==> src/core/sbam_defines.svh <==
// constants for the serial bus arbitration monitor
`ifndef SBAM_DEFINES_SVH
`define SBAM_DEFINES_SVH

`define SBAM_MODE_IDLE 2'h0
`define SBAM_MODE_MEASURE 2'h1
`define SBAM_MODE_ARB 2'h2
`define SBAM_MODE_RSVD 2'h3
`define SBAM_CNT_WIDTH 9
`define SBAM_SAMPLE_BUS 10'h038
`define SBAM_SAMPLE_PRE 10'h008

`endif

==> src/core/sbam_pkg.sv <==
// types for the serial bus arbitration monitor
package sbam_pkg;

	// control inputs that steer the arbiter
	typedef struct packed {
		logic [1:0] arbiter_mode_select;
		logic clk_select;
		logic mode_upper_clear;
	} sbam_ctrl_type;

	// arbiter state
	typedef enum logic [1:0] {
		SBAM_IDLE,
		SBAM_COUNT,
		SBAM_DONE
	} sbam_state_type;

endpackage

==> src/core/sbam_arbiter.sv <==
// serial bus arbitration monitor, arbitration mode logic
// Notes on behaviour
// - mode field value 10 selects bus arbitration mode.
// - in arbitration mode each rising internal transmit edge starts the counter.
// - receive line is sampled once at count 38h (clock select 0) or 08h (1).
// - a low receive level at that sample sets the arbitration-lost flag.
// - while the lost flag is set the transmit pin is held at 1.
// - transmit falling to 0 before a low sample resets the counter.
// - the counter is nine bits plus one overflow bit.
// - counter steps at half bus clock, or half prescaler clock if selected.
// - the lost flag is read-only, cleared by upper mode bit 0 and by reset.
// - mode 00 holds the arbiter idle with counter reset; 11 is reserved.
`timescale 1ns/1ps
`include "sbam_defines.svh"
module sbam_arbiter
	import sbam_pkg::*;
#(
	parameter int CNT_WIDTH = `SBAM_CNT_WIDTH
)
(
	// clock and reset
	input wire logic mclk,
	input wire logic reset_n,
	// control from the serial module
	input wire sbam_ctrl_type ctrl,
	input wire logic prescaler_tick,
	input wire logic internal_serial_transmit,
	// bus pins
	input wire logic rx_pin,
	output logic tx_pin,
	// status
	output logic arbitration_lost_flag,
	output logic counter_running,
	output logic [CNT_WIDTH:0] counter_value
);

	logic rx_sync;
	logic tx_d_ff;
	logic nxt_tx_d;
	logic half_ff;
	logic nxt_half;
	logic [CNT_WIDTH:0] cnt_ff;
	logic [CNT_WIDTH:0] nxt_cnt;
	sbam_state_type state_ff;
	sbam_state_type nxt_state;
	logic lost_ff;
	logic nxt_lost;
	logic tx_pin_ff;
	logic nxt_tx_pin;
	logic run_ff;
	logic nxt_run;
	logic arb_mode;
	logic tx_rise;
	logic tx_low;
	logic src_tick;
	logic [CNT_WIDTH:0] sample_at;
	logic lost_set;
	logic at_sample;
	logic rx_dominant;
	logic cnt_step;

	// receive pin comes from the bus, so it is synchronised first
	sbam_sync u_rx_sync
	(
		.mclk(mclk),
		.reset_n(reset_n),
		.pin_in(rx_pin),
		.pin_sync(rx_sync)
	);

	assign arb_mode = (ctrl.arbiter_mode_select == `SBAM_MODE_ARB);
	assign tx_rise = internal_serial_transmit & ~tx_d_ff;
	assign tx_low = ~internal_serial_transmit;
	// bus clock source ticks every cycle; prescaler only on its tick
	assign src_tick = ctrl.clk_select ? prescaler_tick : 1'h1;
	assign sample_at = ctrl.clk_select ? `SBAM_SAMPLE_PRE
		: `SBAM_SAMPLE_BUS;

	// counter sits exactly on its sample point this cycle
	assign at_sample = (cnt_ff == sample_at);
	// the bus reads dominant when the synced receive level is low
	assign rx_dominant = ~rx_sync;
	// one counter step needs two source ticks
	assign cnt_step = src_tick & half_ff;

	// next state of the arbiter counter and sequencer
	always_comb
	begin
		nxt_half = half_ff;
		nxt_cnt = cnt_ff;
		nxt_state = state_ff;
		lost_set = 1'h0;
		nxt_run = 1'h0;
		if (!arb_mode)
		begin
			// idle, measurement or reserved code: counter held reset
			nxt_state = SBAM_IDLE;
			nxt_cnt = '0;
			nxt_half = 1'h0;
		end
		else
		begin
			unique case (state_ff)
				SBAM_IDLE:
				begin
					if (tx_rise)
					begin
						nxt_state = SBAM_COUNT;
						nxt_cnt = '0;
						nxt_half = 1'h0;
					end
				end
				SBAM_COUNT:
				begin
					nxt_run = 1'h1;
					if (tx_low)
					begin
						// dropped before a dominant sample: restart
						nxt_state = SBAM_IDLE;
						nxt_cnt = '0;
					end
					else if (at_sample)
					begin
						// single static sample of the bus
						if (rx_dominant)
							lost_set = 1'h1;
						nxt_state = SBAM_DONE;
					end
					else if (src_tick)
					begin
						// divide by two; top bit is the overflow bit
						nxt_half = ~half_ff;
						if (cnt_step)
							nxt_cnt = cnt_ff + 1'h1;
					end
				end
				SBAM_DONE:
				begin
					// wait for the bit to end before rearming
					if (tx_low)
					begin
						nxt_state = SBAM_IDLE;
						nxt_cnt = '0;
					end
				end
				default:
					nxt_state = SBAM_IDLE;
			endcase
		end
	end

	// register the arbiter counter and sequencer
	always_ff @(posedge mclk or negedge reset_n)
	begin
		if (!reset_n)
		begin
			half_ff <= 1'h0;
			cnt_ff <= '0;
			state_ff <= SBAM_IDLE;
			run_ff <= 1'h0;
		end
		else
		begin
			half_ff <= nxt_half;
			cnt_ff <= nxt_cnt;
			state_ff <= nxt_state;
			run_ff <= nxt_run;
		end
	end

	// lost flag: clear by upper mode bit 0; a same-cycle set wins
	always_comb
	begin
		nxt_lost = lost_ff;
		if (ctrl.mode_upper_clear || !ctrl.arbiter_mode_select[1])
			nxt_lost = 1'h0;
		if (lost_set)
			nxt_lost = 1'h1;
	end

	// register the lost flag; software cannot write it directly
	always_ff @(posedge mclk or negedge reset_n)
	begin
		if (!reset_n)
			lost_ff <= 1'h0;
		else
			lost_ff <= nxt_lost;
	end

	// edge detector and pin driver; the pin uses the next flag value so
	// the forced level appears in the same cycle as the flag
	always_comb
	begin
		nxt_tx_d = internal_serial_transmit;
		nxt_tx_pin = nxt_lost ? 1'h1 : internal_serial_transmit;
	end

	// register the transmit path; the pin idles recessive in reset
	always_ff @(posedge mclk or negedge reset_n)
	begin
		if (!reset_n)
		begin
			tx_d_ff <= 1'h0;
			tx_pin_ff <= 1'h1;
		end
		else
		begin
			tx_d_ff <= nxt_tx_d;
			tx_pin_ff <= nxt_tx_pin;
		end
	end

	assign tx_pin = tx_pin_ff;
	assign arbitration_lost_flag = lost_ff;
	assign counter_running = run_ff;
	assign counter_value = cnt_ff;

endmodule

==> src/core/sbam_sync.sv <==
// two flip-flop synchroniser for a pin input
`timescale 1ns/1ps
module sbam_sync
(
	// clock and reset
	input wire logic mclk,
	input wire logic reset_n,
	// pin side and synced side
	input wire logic pin_in,
	output logic pin_sync
);

	logic meta_ff;
	logic sync_ff;

	// first stage feeds only the second stage
	always_ff @(posedge mclk or negedge reset_n)
	begin
		if (!reset_n)
		begin
			meta_ff <= 1'h1;
			sync_ff <= 1'h1;
		end
		else
		begin
			meta_ff <= pin_in;
			sync_ff <= meta_ff;
		end
	end

	assign pin_sync = sync_ff;

endmodule

==> config.mk <==
export PLATFORM = sky130hd
export DESIGN_NAME = sbam_arbiter
export DESIGN_NICKNAME = d
export VERILOG_FILES = /design/src/core/sbam_pkg.sv /design/src/core/sbam_arbiter.sv /design/src/core/sbam_sync.sv
export VERILOG_INCLUDE_DIRS = /design/src /design/src/core
export SDC_FILE = /design/constraint.sdc
export NUM_CORES = 1
export LEC_CHECK = 0
export BUFFER_PORTS_ARGS = -buffer_cell sky130_fd_sc_hd__clkbuf_2
export CORE_UTILIZATION = 50
export CTS_CLUSTER_SIZE = 12
export DETAILED_ROUTE_END_ITERATION = 10
export PLACE_DENSITY = 0.74
export SYNTH_ARGS = -nofsm -noshare
export SYNTH_HDL_FRONTEND = slang
export SYNTH_SLANG_ARGS = --single-unit
==> constraint.sdc <==
create_clock -name mclk -period 1.99 [get_ports mclk]
set_clock_uncertainty 0.2 [all_clocks]
set_input_delay 0.0995 -clock mclk [delete_from_list [all_inputs] [get_ports mclk]]
set_output_delay 0.0995 -clock mclk [all_outputs]
set_load 0.005 [all_outputs]
==> flow_summary_export.csv, run 1 <==
group,metric,value,unit
synth,synth_area,0.00107,mm^2
worst_setup_path,endpoint_kind,"flop",
cells_and_area,diodes,0,
floorplanning,fp.coreArea,0.00198,mm^2
placed_design,io_buffers,21,
cells_and_area,layout.nets,161,
flow_run,cap_violations,0,
worst_setup_path,path_common_cell,"buf_4",
grt,overflow,0,
synth,syn_avg_cell_area,9.85,um^2
worst_setup_path,critPathBufInv,2,
synth,synth_fp_nets,120,
cts,clock_latency,300,ps
cts,cts-buffers-inserted,3,
min_path,min_path_type,"in -> reg",
synth,ys_ff_latch,19,
worst_setup_path,path_class,"reg -> reg",
grt,grt_max_degree,20,
synth,synth_top_area_frac,0.373,
cells_and_area,nFillCells,138,
placed_design,gp_congestion,0.913,
grt,grt_pass1_wl,4570,um
sta,period_minus_slack,1890,ps
grt,grt-busiest-layer,"met2",
floorplanning,row_count,16,
worst_setup_path,path_cells,"buf_4 -> buf_4 -> ha_1 -> nand2_1 -> or3_1 -> o21ai_1 -> a31oi_1",
placed_design,dp_cells,164,
outcome,status,"complete, no violations",
drt,via_per_inst,5.89,
grt,use_met3,0.0503,
power,power,655,uW
grt,grtUsageMet2,0.399,
synth,synth_cell_types,40,
floorplanning,die_x,48.3,um
sta,slew_viol_final,0,
floorplanning,dieArea,0.00234,mm^2
cts,cts_tree,"built",
cts,clockRootBuffer,"clkbuf_4",
drt,drt_pass1_iterations,4,
synth,synth.most_common_cell,"dfrtp_1",
grt,met1_usage,0.349,
power,p_leak,0.000629,uW
worst_setup_path,worstPathArrival,1870,ps
sta,tightest_slew,468,ps
cts,clock_path_buffers,2,
cts,cts.reportedPaths.clkPinSlew,110,ps
cells_and_area,area_growth,29.0,%
sta,setup_tns,0,ps
synth,ys.flop_type,"dfrtp_1",
drt,drtIter0Drc,58,
synth,synth_seq_area_share,0.446,
grt,grt_use_total,0.257,
synth,ys.warnings.count,0,
worst_setup_path,crit_family,"simple AND/OR/NAND/NOR gates",
worst_setup_path,critPathLaunchType,"flop",
floorplanning,fp.dieH,48.3,um
synth,ys_top_cells_by_area,"dfrtp_1 37%, dfstp_2 7.3%, o211ai_1 3.5%",
drt,wire_per_inst,15.2,um
cells_and_area,final_cells,176,
drt,vias,1037,
sta,rsz0062_at_grt,"no",
synth,yosysTopAreaCell,"dfrtp_1",
grt,grt_pass1_vias,951,
worst_setup_path,crit_path_top_delay_cell,"dfrtp_1",
grt,antenna_found_initial,0,
power,ir_drop,0.466,mV
synth,synth_edf_count,0,
worst_setup_path,path_max_fanout,4,
sta,slew_headroom,0.688,
sta,holdWs,50.9,ps
sta,setup_violations,0,
sta,hold_violations,0,
cts,htreeDepth,1,
cts,clock-sinks,19,
drt,routed_wl,2680,um
drt,antenna_left,0,
synth,async_flop_share,1.00,
worst_setup_path,slowest_delay,430,ps
sta,max_freq,0.528,GHz
placed_design,hpwl,1900,um
floorplanning,pin_count,22,
synth,synth_commonest_cells,"16 x dfrtp_1, 7 x a21oi_1, 7 x nand2_1",
synth,syn_inst,109,
floorplanning,initial_core_util,0.542,
drt,drc,0,
cells_and_area,layout-drive-gt1-share,0.329,
worst_setup_path,cp.required,1970,ps
cells_and_area,final_core_util,0.699,
power,power.density,473,mW/mm^2
sta,fin_crit_sh,0.952,
-- repair_timing --
item	CTS	global route
setup buffers	0	3
setup endpoints to repair	1	9
pin swaps	0	3
resized for setup	1	4
hold buffers	5	0
endpoints found under the hold margin	24	0
-- per-stage QoR --
stage                     cell area, um^2  setup slack, ps
after floorplan                      1070              188
after global placement               1260              163
after detailed placement             1260            -50.9
after CTS                            1350             11.8
after global routing                 1390             16.6
final                                1390             95.3
-- worst min-delay path, stage by stage --
cell      delay, ps
clkbuf_2         80
nand3b_1        130
buf_4           160
a21oi_1          50
-- state kept, by name (all words and copies together), names as in the netlist --
| register | cells |
|---|---|
| state_ff | 2 |
| tx_pin | 1 |
| tx_d_ff | 1 |
| u_rx_sync.meta_ff | 1 |
| half_ff | 1 |
| counter_running | 1 |
| counter_value | 10 |
| u_rx_sync.pin_sync | 1 |
| arbitration_lost_flag | 1 |
-- metal layers --
metal  up-vias  wire length [um]
met3         6               206
met1       469              1230
met2        60              1190
met5         -                 0
met4         0                60
li1        502                 -
-- placed cells by master (no fill, tap or decap), types with 2 or more instances in the layout --
cell type,Yosys,final
a211o_1,2,2
o211ai_1,5,5
nor2b_1,2,2
dfstp_2,3,3
nand3_1,4,4
nor3b_1,3,3
ha_1,2,2
clkbuf_2,0,21
o21ai_0,6,5
nor2_1,2,2
or3_1,2,2
nor4_1,3,3
nand3b_1,4,4
or4_1,2,2
inv_1,6,5
dfrtp_1,16,16
and3_1,2,2
a21oi_1,7,7
clkbuf_4,0,3
nand4b_1,2,2
dlygate4sd3_1,0,5
buf_4,0,12
nand2b_1,5,5
nand2_1,7,7
and3_2,2,2
nand4_1,3,3
nor3_1,2,2
-- final timing paths --
kind	start	end	slack, ps	cells after the start
max in group asynchronous	reset_n	u_rx_sync.meta_ff	1170	2
min	ctrl[2]	state_ff[1]	50	4
min in group asynchronous	reset_n	counter_value[3]	70	2
max	counter_value[0]	counter_value[8]	100	7
min reg2reg	u_rx_sync.meta_ff	u_rx_sync.pin_sync	160	0
max reg2reg	counter_value[0]	counter_value[8]	100	7
-- cells by family (layout without fill, tap and decap cells) --
| logic type | after synthesis | in the layout | synth area share |
|---|---|---|---|
| compound gates | 27 | 27 | 0.166 |
| fa+ha+maj | 2 | 2 | 0.0233 |
| buf+inv | 8 | 48 | 0.0361 |
| flops | 19 | 19 | 0.446 |
| simple gates | 53 | 53 | 0.329 |
-- layout make-up --
cell class,instances,area (um^2),share of cell area
well taps,27,33.8,0.0244
inverters,6,22.5,0.0163
repair buffers,38,245,0.177
multi-input cells,82,578,0.417
clock buffers,4,26.3,0.0190
flip-flops and latches,19,479,0.346
-- report_power, final --
| part | internal (uW) | switching [uW] | leakage (uW) | total (uW) |
|---|---|---|---|---|
| clock network | 78.1 | 118 | 0.0000150 | 196 |
| logic | 26.0 | 35.3 | 0.000362 | 61.3 |
| registers | 394 | 3.83 | 0.000252 | 398 |
No activity file was read; power rests on OpenSTA's default activity.
==> run 2: changes to the inputs <==
--- a/constraint.sdc
+++ b/constraint.sdc
@@ -4,2 +4,2 @@
 set_output_delay 0.0995 -clock mclk [all_outputs]
-set_load 0.005 [all_outputs]
+set_load 0.05 [all_outputs]
==> run 2 against run 1 <==
  * Combinational power up 8.8%
  * Final cell count decreased by 3.4%
  * First-iteration DRC count down 29%
  * Total power up 2.9%
  * Worst hold slack improved by 1.3 ps
  * Fmax decreased by 1.5%
  * Cell area down 3.2%
  * Clock-buffer cell count shrank 1
  * Via count rose by 0.87%
  * Die area did not move
  * Non-clock buffer count down 6
  * Wire length grew 0.34%
  * Largest cell class unchanged
  * Largest power group unchanged
==> flow_summary_export.csv, run 2 (synthesis gave the netlist of run 1 again) <==
group,metric,value,unit
outcome,status,"complete, no violations",
cts,cts-buffers-inserted,3,
cts,clock_latency,310,ps
drt,drc,0,
worst_setup_path,worstPathArrival,1950,ps
grt,antenna_found_initial,0,
cts,post_cts_buffers,0,
power,pwr-share-seq,0.590,
sta,setup_ws,65.6,ps
cts,clock-sinks,19,
placed_design,io_buffers,21,
drt,via_per_inst,6.15,
floorplanning,fp.dieH,48.3,um
sta,tightest_slew,579,ps
worst_setup_path,r2r-end,"arbitration_lost_flag",
worst_setup_path,path_class,"reg -> reg",
power,swShare,0.265,
worst_setup_path,r2r_cells,5,
worst_setup_path,critPathLaunchType,"flop",
drt,wire_per_inst,15.8,um
drt,drtIter0Drc,41,
cells_and_area,layout-drive-gt1-share,0.336,
cells_and_area,largest_reg_flops,10,
cts,clock_path_buffers,2,
worst_setup_path,r2r-start,"counter_value[0]",
min_path,min_path_type,"in -> async",
sta,max_freq,0.520,GHz
power,p_clk_frac,0.311,
sta,slew_headroom,0.613,
sta,setup_violations,0,
power,p_sw,178,uW
grt,grt_pass1_vias,964,
power,p_leak,0.000587,uW
power,combPwrFrac,0.099,
worst_setup_path,r2r_setup_slack,70,ps
power,p_int,496,uW
grt,grt_pass1_wl,4510,um
sta,period_minus_slack,1920,ps
power,ir_drop,0.402,mV
sta,hold_violations,0,
placed_design,gp_congestion,0.872,
cts,cts_tree,"built",
floorplanning,die_x,48.3,um
cells_and_area,layout_common_cells,"21 x clkbuf_2, 11 x dfrtp_1, 7 x a21oi_1, 7 x nand2_1",
worst_setup_path,worstSetupStartpoint,"counter_value[0]",
cts,htreeDepth,1,
floorplanning,fp.coreArea,0.00198,mm^2
drt,drt_pass1_iterations,4,
cells_and_area,layout.nets,155,
cts,clockRootBuffer,"clkbuf_4",
cells_and_area,final_common_cell,"clkbuf_2",
sta,rsz0062_at_grt,"yes",
floorplanning,dieArea,0.00234,mm^2
placed_design,dp_slack,44.0,ps
grt,grt_use_total,0.253,
floorplanning,row_count,16,
floorplanning,initial_core_util,0.542,
cells_and_area,area_growth,24.9,%
drt,antenna_left,0,
cts,cts.reportedPaths.clkPinSlew,120,ps
drt,routed_wl,2690,um
worst_setup_path,cp.required,2020,ps
power,power,674,uW
grt,grt_max_degree,20,
cells_and_area,diodes,0,
floorplanning,pin_count,22,
drt,vias,1046,
sta,slew_viol_final,0,
flow_run,cap_violations,0,
worst_setup_path,cp-endpoint,"arbitration_lost_flag",
power,power.density,503,mW/mm^2
worst_setup_path,path_max_fanout,6,
sta,fin_crit_sh,0.967,
worst_setup_path,endpoint_kind,"flop",
placed_design,hpwl,1890,um
grt,overflow,0,
## run 2: changes by cell type in the layout (fill, tap and decap cells not counted), sizes merged
| cell | before | now |
|---|---|---|
| clkbuf | 25 | 24 |
| buf | 12 | 6 |
| clkinvlp | 0 | 1 |
## run 2: layout make-up
| type | instances | area (um^2) |
|---|---|---|
| fill | 171 | 641 |
| multi-input combinational | 82 | 569 |
| sequential | 19 | 485 |
| timing repair buffer | 32 | 200 |
| tap | 27 | 33.8 |
| clock buffer | 3 | 22.5 |
| inverter | 6 | 22.5 |
| clock inverter | 1 | 7.51 |
## run 2: what timing repair did
item | 4_1_cts | 5_1_grt
setup endpoints to repair | 0 | 2
endpoints found under the hold margin | 25 | 0
hold buffers | 5 | 0
gates resized for setup | 0 | 2
## run 2: worst min path at each step
stage               startpoint                    end  slack (ps)
CTS                    ctrl[2]            state_ff[1]          30
global route           ctrl[3]        counter_running          60
floorplan              reset_n  arbitration_lost_flag        -400
detailed placement     reset_n                half_ff        -130
global placement       reset_n        counter_running        -130
finish                 reset_n            state_ff[1]          50
## run 2: through the flow
step / util / setup TNS (ps) / hold WS (ps) / cells / cell area [um^2]
floorplan: - / -7.88 / -396 / 109 / 1080
global placement: 0.629 / 0 / -128 / 161 / 1250
detailed placement: 0.629 / 0 / -130 / 161 / 1250
CTS: 0.670 / 0 / 34.6 / 170 / 1330
global route: 0.677 / -48.5 / 58.6 / 170 / 1340
finish: 0.677 / 0 / 52.3 / 170 / 1340
## run 2: worst max-delay path, cell delays in order, from the launching register on
cell and delay, ps:
dfrtp_2 460, inv_1 110, ha_1 150, nor4bb_2 340, o211ai_1 240, o41ai_2 340
## run 2: routing by layer
metal | track usage | vias up | routed length, um
li1 | - | 487 | -
met1 | 0.345 | 512 | 1240
met2 | 0.392 | 40 | 1260
met3 | 0.0377 | 7 | 146
met4 | 0.127 | 0 | 45
met5 | 0 | - | 0
## run 2: power groups by stage
stage / Combinational, uW / Clock (uW) / Sequential [uW]
after floorplan: 24.2 / 0 / 411
after global placement: 59.1 / 0 / 405
after detailed placement: 59.6 / 0 / 405
after CTS: 65.8 / 217 / 398
after global routing: 73.5 / 234 / 399
final: 66.7 / 209 / 398
